==> config.mk <==
export PLATFORM = sky130hd
export DESIGN_NAME = flash_sequencer
export DESIGN_NICKNAME = d
export VERILOG_FILES = /design/src/flash_seq_pkg.sv /design/src/flash_sequencer.sv
export SDC_FILE = /design/constraint.sdc
export NUM_CORES = 1
export LEC_CHECK = 0
export BUFFER_PORTS_ARGS = -buffer_cell sky130_fd_sc_hd__buf_4
export CAP_MARGIN = 20
export CORE_MARGIN = 5
export CORE_UTILIZATION = 40
export CTS_BUF_LIST = sky130_fd_sc_hd__clkbuf_16
export DETAILED_ROUTE_END_ITERATION = 16
export PLACE_DENSITY_LB_ADDON = 0.2
export SLEW_MARGIN = 10
export SYNTH_ARGS = -nofsm -noshare
export SYNTH_HDL_FRONTEND = slang
export SYNTH_SLANG_ARGS = --single-unit
export TNS_END_PERCENT = 10
==> constraint.sdc <==
create_clock -name sys_clk -period 3.2 [get_ports sys_clk]
set_input_delay 0.64 -clock sys_clk [delete_from_list [all_inputs] [get_ports sys_clk]]
set_output_delay 0.64 -clock sys_clk [all_outputs]
set_load 0.05 [all_outputs]
==> src/flash_seq_pkg.sv <==
// Purpose: constants and types of the flash programming sequencer
// Assumes: 32-bit classic Wishbone, word index = byte address / 4
// Notes: monitor registers keep their printed offsets as word indices
//
// How it works
// - boot flag 0 alternate area, 1 default
// - boot flag blank 1, loaded from low word
// - monitor bits 7..0,15 read 0; 14..9 one
// - window start monitor from low word bits
// - window end monitor from high word bits
// - 32-byte identifier only via ID read command
// - default blocks 0-15, alternate blocks 16-31
// - boot protection only with 32 KB or more code
// - outside window program/erase is refused
// - window covers code user area only
// - window enforced only in self-programming
// - reset enters data-flash access disabled mode
// - enable bit moves to combined read mode
// - code read answered within one cycle, except in code PE mode
// - 08h and entries cleared returns read
// - code entry with 82h or C2h
// - data entry with 10h or 50h
// - four modes, changed only by three registers
// - program writes 4 bytes code, 1 data
// - blank check reports no programmed data
// - config programs update boot and window
// - block erase and identifier read commands
// - window violation sets illegal command flag
package flash_seq_pkg;
   // ****************************************************
   // register word indices
   // ****************************************************
   localparam logic [29:0] IDX_DF_CTRL = 30'h0000000; // dataflash_control
   localparam logic [29:0] IDX_ENTRY = 30'h0000001; // pe_entry_register
   localparam logic [29:0] IDX_PMC = 30'h0000002; // pe_mode_control
   localparam logic [29:0] IDX_CMD = 30'h0000003; // command start
   localparam logic [29:0] IDX_ADDR = 30'h0000004; // target address
   localparam logic [29:0] IDX_WDATA = 30'h0000005; // program data
   localparam logic [29:0] IDX_CFG_LOW = 30'h0000006; // config_word_low
   localparam logic [29:0] IDX_CFG_HIGH = 30'h0000007; // config_word_high
   localparam logic [29:0] IDX_STATUS = 30'h0000008; // status
   localparam logic [29:0] IDX_UID = 30'h0000010; // identifier words 0..7
   localparam logic [29:0] IDX_BOOT_MON = 30'h07FC0B0; // startup_setting_monitor
   localparam logic [29:0] IDX_WSTART_MON = 30'h07FC0B2; // window_start_monitor
   localparam logic [29:0] IDX_WEND_MON = 30'h07FC0B4; // window_end_monitor
   // ****************************************************
   // field layout and values
   // ****************************************************
   localparam int DF_BIT = 19; // address bit that selects data flash
   localparam int BLK_LSB = 10; // block size 1 KB
   localparam int BOOT_BIT = 8; // boot select bit of low word
   localparam int CODE_KBYTES = 32; // code flash size of this variant
   localparam logic [7:0] PMC_READ = 8'h08;
   localparam logic [7:0] PMC_CODE_A = 8'h82;
   localparam logic [7:0] PMC_CODE_B = 8'hC2;
   localparam logic [7:0] PMC_DATA_A = 8'h10;
   localparam logic [7:0] PMC_DATA_B = 8'h50;
   localparam logic BLANK_BOOT = 1'b1; // blank part boots default area
   localparam logic [9:0] BLANK_WIN = 10'h3FF; // blank window bound
   localparam logic [6:0] BOOT_MON_HIGH = 7'h3F; // bits 15..9 of monitor
   localparam logic [19:0] UID_ADDR = 20'h00850; // identifier in extra area
   localparam logic [2:0] UID_LAST = 3'h7; // eight words of identifier
   localparam logic [2:0] BYTES_CODE = 3'h4;
   localparam logic [2:0] BYTES_DATA = 3'h1;
   // ****************************************************
   // commands, flash operations, modes
   // ****************************************************
   localparam logic [3:0] CMD_PROG = 4'h1;
   localparam logic [3:0] CMD_ERASE = 4'h2;
   localparam logic [3:0] CMD_BLANK = 4'h3;
   localparam logic [3:0] CMD_BOOT_PROG = 4'h4;
   localparam logic [3:0] CMD_WIN_PROG = 4'h5;
   localparam logic [3:0] CMD_UID_READ = 4'h6;
   localparam logic [2:0] OP_PROG = 3'h1;
   localparam logic [2:0] OP_ERASE = 3'h2;
   localparam logic [2:0] OP_BLANK = 3'h3;
   localparam logic [2:0] OP_XWRITE = 3'h4;
   localparam logic [2:0] OP_XREAD = 3'h5;
   typedef enum logic [1:0] {MODE_DF_OFF, MODE_READ, MODE_CODE_PE, MODE_DATA_PE} mode_t;
endpackage

==> src/flash_sequencer.sv <==
// Purpose: mode control, command sequencing and protection of flash
// Assumes: single clock, Wishbone classic slave, flash array outside
// Notes: all outputs come from the registered state struct
//
// Decided for this implementation: the Wishbone interface to the registers.
`timescale 1ns/1ps
`default_nettype none
module flash_sequencer (
   input wire logic sys_clk, // core clock, 20 MHz
   input wire logic resetn, // asynchronous reset, active low
   input wire logic cyc_i, // wishbone cycle
   input wire logic stb_i, // wishbone strobe
   input wire logic we_i, // wishbone write
   input wire logic [31:0] adr_i, // wishbone byte address
   input wire logic [3:0] sel_i, // wishbone byte enables
   input wire logic [31:0] dat_i, // wishbone write data
   output logic [31:0] dat_o, // wishbone read data
   output logic ack_o, // wishbone acknowledge
   input wire logic selfProg, // self-programming in single-chip mode
   input wire logic codeRdReq, // code flash read request
   output logic codeRdAck, // code flash read answer
   output logic dfReadEnable, // data flash may be read
   output logic cfReadEnable, // code flash may be read
   output logic flashReq, // flash operation request, level
   output logic [2:0] flashOp, // flash operation code
   output logic [19:0] flashAddr, // flash address
   output logic [31:0] flashWdata, // flash write data
   output logic [2:0] flashBytes, // bytes per program
   input wire logic flashDone, // flash operation done pulse
   input wire logic [31:0] flashRdata, // flash read data
   input wire logic flashBlank // range holds no data
);
   import flash_seq_pkg::*;

   // ****************************************************
   // state
   // ****************************************************
   typedef struct packed {
      mode_t mode; // sequencer mode
      logic dfEn; // dataflash_enable
      logic entCode; // codeflash_pe_entry
      logic entData; // dataflash_pe_entry
      logic [7:0] pmc; // pe_mode_control
      logic [19:0] addr; // command target
      logic [31:0] wdata; // program data
      logic [15:0] cfgLow; // config_word_low
      logic [15:0] cfgHigh; // config_word_high
      logic bootSel; // boot_area_select_flag
      logic [9:0] winStart; // window start block
      logic [9:0] winEnd; // window end block
      logic busy; // command running
      logic illegal; // illegal_command_flag
      logic blank; // blank check result
      logic [3:0] cmd; // running command
      logic [2:0] uidIdx; // identifier word counter
      logic [7:0][31:0] uid; // part_identifier_bytes
      logic ack; // bus answer
      logic [31:0] rdata; // bus read data
      logic fReq; // flash request
      logic [2:0] fOp; // flash op
      logic [19:0] fAddr; // flash address
      logic [31:0] fWdata; // flash data
      logic [2:0] fBytes; // flash byte count
      logic dfRdEn; // data flash readable
      logic cfRdEn; // code flash readable
      logic codeAck; // code read answer
   } state_t;

   state_t r; // registered state
   state_t next_r; // next state

   // ****************************************************
   // helper functions
   // ****************************************************
   // mode reached after a write to the three mode registers
   function automatic mode_t nextMode(mode_t cur, logic dfEn, logic ec,
                                      logic ed, logic [7:0] pmc);
      mode_t m;
      m = cur;
      if (ec && !ed && (pmc == PMC_CODE_A || pmc == PMC_CODE_B)) begin
         m = MODE_CODE_PE;
      end else if (ed && !ec && (pmc == PMC_DATA_A || pmc == PMC_DATA_B)) begin
         m = MODE_DATA_PE;
      end else if (!ec && !ed && pmc == PMC_READ && cur != MODE_DF_OFF) begin
         m = MODE_READ;
      end else if (cur == MODE_DF_OFF && dfEn) begin
         m = MODE_READ;
      end
      return m;
   endfunction

   // refusal check of a command at its start
   function automatic logic isIllegal(state_t s, logic [3:0] c, logic sp);
      logic code;
      logic [9:0] blk;
      logic bad;
      code = !s.addr[DF_BIT];
      blk = s.addr[DF_BIT:BLK_LSB];
      bad = 1'b0;
      if (c == CMD_PROG || c == CMD_ERASE || c == CMD_BLANK) begin
         if (code && s.mode != MODE_CODE_PE) begin
            bad = 1'b1;
         end else if (!code && s.mode != MODE_DATA_PE) begin
            bad = 1'b1;
         end
         // window applies to code area only, in self-programming
         if (c != CMD_BLANK && code && sp && s.winStart < s.winEnd &&
             (blk < s.winStart || blk >= s.winEnd)) begin
            bad = 1'b1;
         end
         // active start-up area is kept while the other is rewritten
         if (CODE_KBYTES >= 32 && c != CMD_BLANK && code &&
             blk[9:5] == 5'h00 && blk[4] == !s.bootSel) begin
            bad = 1'b1;
         end
      end else if (c == CMD_BOOT_PROG || c == CMD_WIN_PROG ||
                   c == CMD_UID_READ) begin
         bad = (s.mode != MODE_CODE_PE);
      end else begin
         bad = 1'b1; // unknown command
      end
      return bad;
   endfunction

   // byte-lane merge of a write
   function automatic logic [31:0] merge(logic [31:0] old, logic [31:0] d,
                                         logic [3:0] sel);
      logic [31:0] v;
      v = old;
      for (int i = 0; i < 4; i++) begin
         if (sel[i]) begin
            v[8*i +: 8] = d[8*i +: 8];
         end
      end
      return v;
   endfunction

   // ****************************************************
   // bus decode
   // ****************************************************
   logic [29:0] idx; // word index
   logic wbReq; // new request not yet answered
   logic wbWr; // write taking effect this edge
   logic [31:0] wv; // merged write value
   assign idx = adr_i[31:2];
   assign wbReq = cyc_i && stb_i && !r.ack;
   assign wbWr = cyc_i && stb_i && we_i && r.ack;

   // ****************************************************
   // next-state logic
   // ****************************************************
   always_comb begin
      next_r = r;
      wv = 32'h0000_0000;
      // bus answer one cycle after request, dropped right after
      next_r.ack = wbReq;
      next_r.rdata = 32'h0000_0000;
      if (wbReq && !we_i) begin
         if (idx == IDX_DF_CTRL) begin
            next_r.rdata = {31'h0, r.dfEn};
         end else if (idx == IDX_ENTRY) begin
            next_r.rdata = {30'h0, r.entData, r.entCode};
         end else if (idx == IDX_PMC) begin
            next_r.rdata = {24'h0, r.pmc};
         end else if (idx == IDX_ADDR) begin
            next_r.rdata = {12'h0, r.addr};
         end else if (idx == IDX_WDATA) begin
            next_r.rdata = r.wdata;
         end else if (idx == IDX_CFG_LOW) begin
            next_r.rdata = {16'h0, r.cfgLow};
         end else if (idx == IDX_CFG_HIGH) begin
            next_r.rdata = {16'h0, r.cfgHigh};
         end else if (idx == IDX_STATUS) begin
            next_r.rdata = {26'h0, r.mode, 1'b0, r.blank, r.illegal, r.busy};
         end else if (idx[29:3] == IDX_UID[29:3]) begin
            next_r.rdata = r.uid[idx[2:0]];
         end else if (idx == IDX_BOOT_MON) begin
            next_r.rdata = {16'h0, 1'b0, BOOT_MON_HIGH[5:0], r.bootSel, 8'h00};
         end else if (idx == IDX_WSTART_MON) begin
            next_r.rdata = {22'h0, r.winStart};
         end else if (idx == IDX_WEND_MON) begin
            next_r.rdata = {22'h0, r.winEnd};
         end
      end
      // register writes; monitors and status ignore them
      if (wbWr) begin
         if (idx == IDX_DF_CTRL) begin
            wv = merge({31'h0, r.dfEn}, dat_i, sel_i);
            next_r.dfEn = wv[0];
         end else if (idx == IDX_ENTRY) begin
            wv = merge({30'h0, r.entData, r.entCode}, dat_i, sel_i);
            next_r.entCode = wv[0];
            next_r.entData = wv[1];
         end else if (idx == IDX_PMC) begin
            wv = merge({24'h0, r.pmc}, dat_i, sel_i);
            next_r.pmc = wv[7:0];
         end else if (idx == IDX_ADDR) begin
            wv = merge({12'h0, r.addr}, dat_i, sel_i);
            next_r.addr = wv[19:0];
         end else if (idx == IDX_WDATA) begin
            next_r.wdata = merge(r.wdata, dat_i, sel_i);
         end else if (idx == IDX_CFG_LOW) begin
            wv = merge({16'h0, r.cfgLow}, dat_i, sel_i);
            next_r.cfgLow = wv[15:0];
         end else if (idx == IDX_CFG_HIGH) begin
            wv = merge({16'h0, r.cfgHigh}, dat_i, sel_i);
            next_r.cfgHigh = wv[15:0];
         end
      end
      // mode follows only the three mode registers
      if (wbWr && (idx == IDX_DF_CTRL || idx == IDX_ENTRY || idx == IDX_PMC)) begin
         next_r.mode = nextMode(r.mode, next_r.dfEn, next_r.entCode,
                                next_r.entData, next_r.pmc);
      end
      // command start, ignored while busy
      if (wbWr && idx == IDX_CMD && sel_i[0] && !r.busy) begin
         next_r.cmd = dat_i[3:0];
         next_r.blank = 1'b0;
         next_r.illegal = isIllegal(r, dat_i[3:0], selfProg);
         if (!next_r.illegal) begin
            next_r.busy = 1'b1;
            next_r.fReq = 1'b1;
            next_r.fAddr = r.addr;
            next_r.fWdata = r.wdata;
            next_r.fBytes = r.addr[DF_BIT] ? BYTES_DATA : BYTES_CODE;
            next_r.uidIdx = 3'h0;
            case (dat_i[3:0])
               CMD_PROG: next_r.fOp = OP_PROG;
               CMD_ERASE: next_r.fOp = OP_ERASE;
               CMD_BLANK: next_r.fOp = OP_BLANK;
               CMD_BOOT_PROG, CMD_WIN_PROG: begin
                  next_r.fOp = OP_XWRITE;
                  next_r.fWdata = {r.cfgHigh, r.cfgLow};
               end
               default: begin
                  next_r.fOp = OP_XREAD;
                  next_r.fAddr = UID_ADDR;
               end
            endcase
         end
      end
      // flash answer ends or advances the command
      if (r.busy && r.fReq && flashDone) begin
         next_r.fReq = 1'b0;
         next_r.busy = 1'b0;
         case (r.cmd)
            CMD_BLANK: next_r.blank = flashBlank;
            CMD_BOOT_PROG: next_r.bootSel = r.cfgLow[BOOT_BIT];
            CMD_WIN_PROG: begin
               next_r.winStart = r.cfgLow[9:0];
               next_r.winEnd = r.cfgHigh[9:0];
            end
            CMD_UID_READ: begin
               next_r.uid[r.uidIdx] = flashRdata;
               if (r.uidIdx != UID_LAST) begin
                  next_r.uidIdx = r.uidIdx + 3'h1;
                  next_r.fAddr = r.fAddr + 20'h00004;
                  next_r.fReq = 1'b1;
                  next_r.busy = 1'b1;
               end
            end
            default: next_r.busy = 1'b0;
         endcase
      end
      // read paths follow the mode reached
      next_r.dfRdEn = (next_r.mode == MODE_READ || next_r.mode == MODE_CODE_PE);
      next_r.cfRdEn = (next_r.mode != MODE_CODE_PE);
      next_r.codeAck = codeRdReq && next_r.cfRdEn;
   end

   // ****************************************************
   // state register
   // ****************************************************
   always_ff @(posedge sys_clk or negedge resetn) begin
      if (!resetn) begin
         r <= '0;
         r.bootSel <= BLANK_BOOT;
         r.winStart <= BLANK_WIN;
         r.winEnd <= BLANK_WIN;
         r.cfRdEn <= 1'b1;
      end else begin
         r <= next_r;
      end
   end

   // ****************************************************
   // outputs
   // ****************************************************
   assign dat_o = r.rdata;
   assign ack_o = r.ack;
   assign codeRdAck = r.codeAck;
   assign dfReadEnable = r.dfRdEn;
   assign cfReadEnable = r.cfRdEn;
   assign flashReq = r.fReq;
   assign flashOp = r.fOp;
   assign flashAddr = r.fAddr;
   assign flashWdata = r.fWdata;
   assign flashBytes = r.fBytes;
endmodule // flash_sequencer
`default_nettype wire

==> results.ini <==
[run_status]
status=finished clean

[clock_network]
cts_tree=yes
cts_buffers=53
ctsLongestPathBuffers=3
htree_levels=2
root_buffer=clkbuf_16
clock_sinks=478
clock_latency_ns=0.61
cts.clk_slew.worst_paths_ns=0.06

[min_path]
hold_class=in2reg
min-delay-start=dat_i[22]

[floorplanning]
initial_utilization=0.4026
die-area_mm2=0.06288
rows=88
die_h_um=250.8
io_pins=204
core-area_mm2=0.05759
die_w_um=250.8

[routing]
drc=0
vias_per_cell=5.467
ant_nets=0
num_vias=15670
drt_iter0_drc=968
first_pass_iters=6
routedWlPerCell_um=23.55
wirelength_um=67530

[setup_path]
cp_common_cell=or4_4
r2r-start=r[366]$_DFFE_PN1P_
crit_type=in2reg
critPathMaxStageDelay_ns=0.68
cp_slowest_cell=or4_4
crit_required_ns=3.73
critPathArrivalTime_ns=3.57
cp-startpoint=adr_i[23]
path_cells=buf_4, or4_4, or4_4, or4_4, a21oi_1, a221o_1, mux2i_1, a211oi_1, o211a_1
critPathLaunchType=input port
critPathBufInv=1
crit_path_max_fanout=11
cpLargestDelayFamily=simple AND/OR/NAND/NOR gates
setup.worst_path.end_class=flop

[layout]
num-fill-cells=5176
final_cell_mix=dfrtp_1 (456), mux2_2 (377), buf_4 (323)
final_cell_count_no_fill=2867
layout.nets=2195
syn2layout_area_growth_pct=19.53
final_util=0.4812
drive_above_1_share=0.4433
layout_commonest_cell=dfrtp_1

[power_and_ir_drop]
p_leak_nw=13.14
cellPowerDensity_mw_per_mm2=446.9
ir_drop_v=0.0003531

[grt]
antenna_found_initial=4
grt_max_degree=101
grt_use_total=0.2118
grt_pass1_vias=16390
grt_overflow_total=0
grt_pass1_wl_um=103300

[sta]
max_slew_margin=0.5340
clock.fmax_mhz=329.5
fin_crit_sh=0.9485
hold_viol=0
drv_slew=0
post-route-min-period_ns=3.035
rsz0062_at_grt=no
timing.hold.ws_ns=0.2716
setup_viol_count_final=0
clock_skew_ns=0.02076
worstMarginPinSlew_ns=0.6965

[synthesis]
synth-main-ff-cell=dfrtp_1
synth_area_mm2=0.02318
synth_cells=1830
avgSynthCellArea_um2=12.67
ys_seq_elements=478
synth_edf_count=0
synth_top_area_frac=0.4922
synth_top_area_cell=dfrtp_1
seq_area_frac_synth=0.5171
yosys_warnings=0
synth.area.top_cells=dfrtp_1 (49%), mux2_2 (18%), mux4_2 (6.2%)
synthesis.nets=1971
async_flop_share=1.000
ys_types=74

[placed_design]
placed_cells=2763
place.gp.congestion=0.9124
dp_hpwl_um=46840
port_buffers=200

[run]
maxCapViolations=0

## kinds of logic after synthesis
kind of cell    share of synthesized area
mux                                0.2657
xor+xnor                        0.0003778
buf+inv                           0.05208
flops                              0.5171
compound gates                    0.06390
fa+ha+maj                         0.01727
other cells                     0.0001617
simple gates                      0.08343
## Yosys cell counts, types with 5 or more instances
cell and number:
buf_2 19, mux4_2 64, nor3_1 29, a21o_1 10, nand3_1 32, a31oi_1 14
nand2_1 151, a21oi_1 70, dfstp_2 22, dfrtp_1 456, or4_1 5, and3_1 7
ha_1 32, mux2i_1 45, o21ai_0 57, clkbuf_1 53, nor2b_1 7, o211ai_1 10
nor4_4 5, a221oi_1 10, a211oi_1 11, a22oi_1 8, nor4_1 11, or3_1 5
nand4_1 10, nor3_2 7, buf_1 12, buf_4 90, mux2_2 379, nor2_1 77
o22ai_1 11, inv_1 28, buf_6 7, o21a_1 6
## layer usage
| metal | wire length (um) | GRT usage | vias to the layer above |
|---|---|---|---|
| li1 | - | - | 7058 |
| met1 | 29380 | 0.2859 | 8143 |
| met2 | 32920 | 0.3538 | 381 |
| met3 | 3421 | 0.04035 | 91 |
| met4 | 1813 | 0.05785 | 0 |
| met5 | 0 | 0 | - |
## layout make-up
cell class	instances	area, um^2	share of cell area
sequential	478	11990	0.4326
antenna	4	10.01	0.0003612
tap	765	957.2	0.03454
multi-input combinational	1141	10040	0.3625
inverter	29	108.9	0.003928
clock inverter	45	290.3	0.01047
timing repair buffer	351	2962	0.1069
clock buffer	54	1351	0.04876
## final timing paths
kind	slack [ns]	depth (start not counted)	to
setup reg to reg	0.16	13	flashAddr[12]$_DFF_PN0_
setup / recovery	0.16	9	dat_o[1]$_DFF_PN0_
max in group asynchronous	1.74	4	async pin
hold / removal	0.27	2	r[436]$_DFFE_PN0P_
min in group asynchronous	0.47	2	r[452]$_DFFE_PN0P_
hold reg to reg	0.48	2	flashWdata[13]$_DFFE_PN0P_
## what timing repair did
| action | CTS | global route |
|---|---|---|
| hold buffers | 1 | 0 |
| gates cloned | 0 | 0 |
| resized for setup | 1 | 6 |
| endpoints found under the setup margin | 5 | 25 |
| hold endpoints to repair | 11 | 0 |
| setup buffers | 0 | 0 |
## power breakdown
part	switching, mW	internal [mW]	total [mW]
clock network	2.55	3.23	5.78
logic	0.364	0.187	0.552
registers	0.000975	6.05	6.05
total	2.91	9.47	12.4
## stage by stage
| stage | setup WS, ns | TNS [ns] | instance area [um^2] | power (mW) |
|---|---|---|---|---|
| after floorplan | -0.09669 | -0.1384 | 23190 | 6.317 |
| after global placement | -0.3998 | -9.659 | 26030 | 6.710 |
| after detailed placement | -0.4261 | -12.06 | 26030 | 6.719 |
| after CTS | 0.01105 | 0 | 27680 | 12.55 |
| after global routing | 0.01716 | 0 | 27710 | 12.83 |
| final | 0.1650 | 0 | 27710 | 12.38 |
Power figures use the tool's default switching activity.
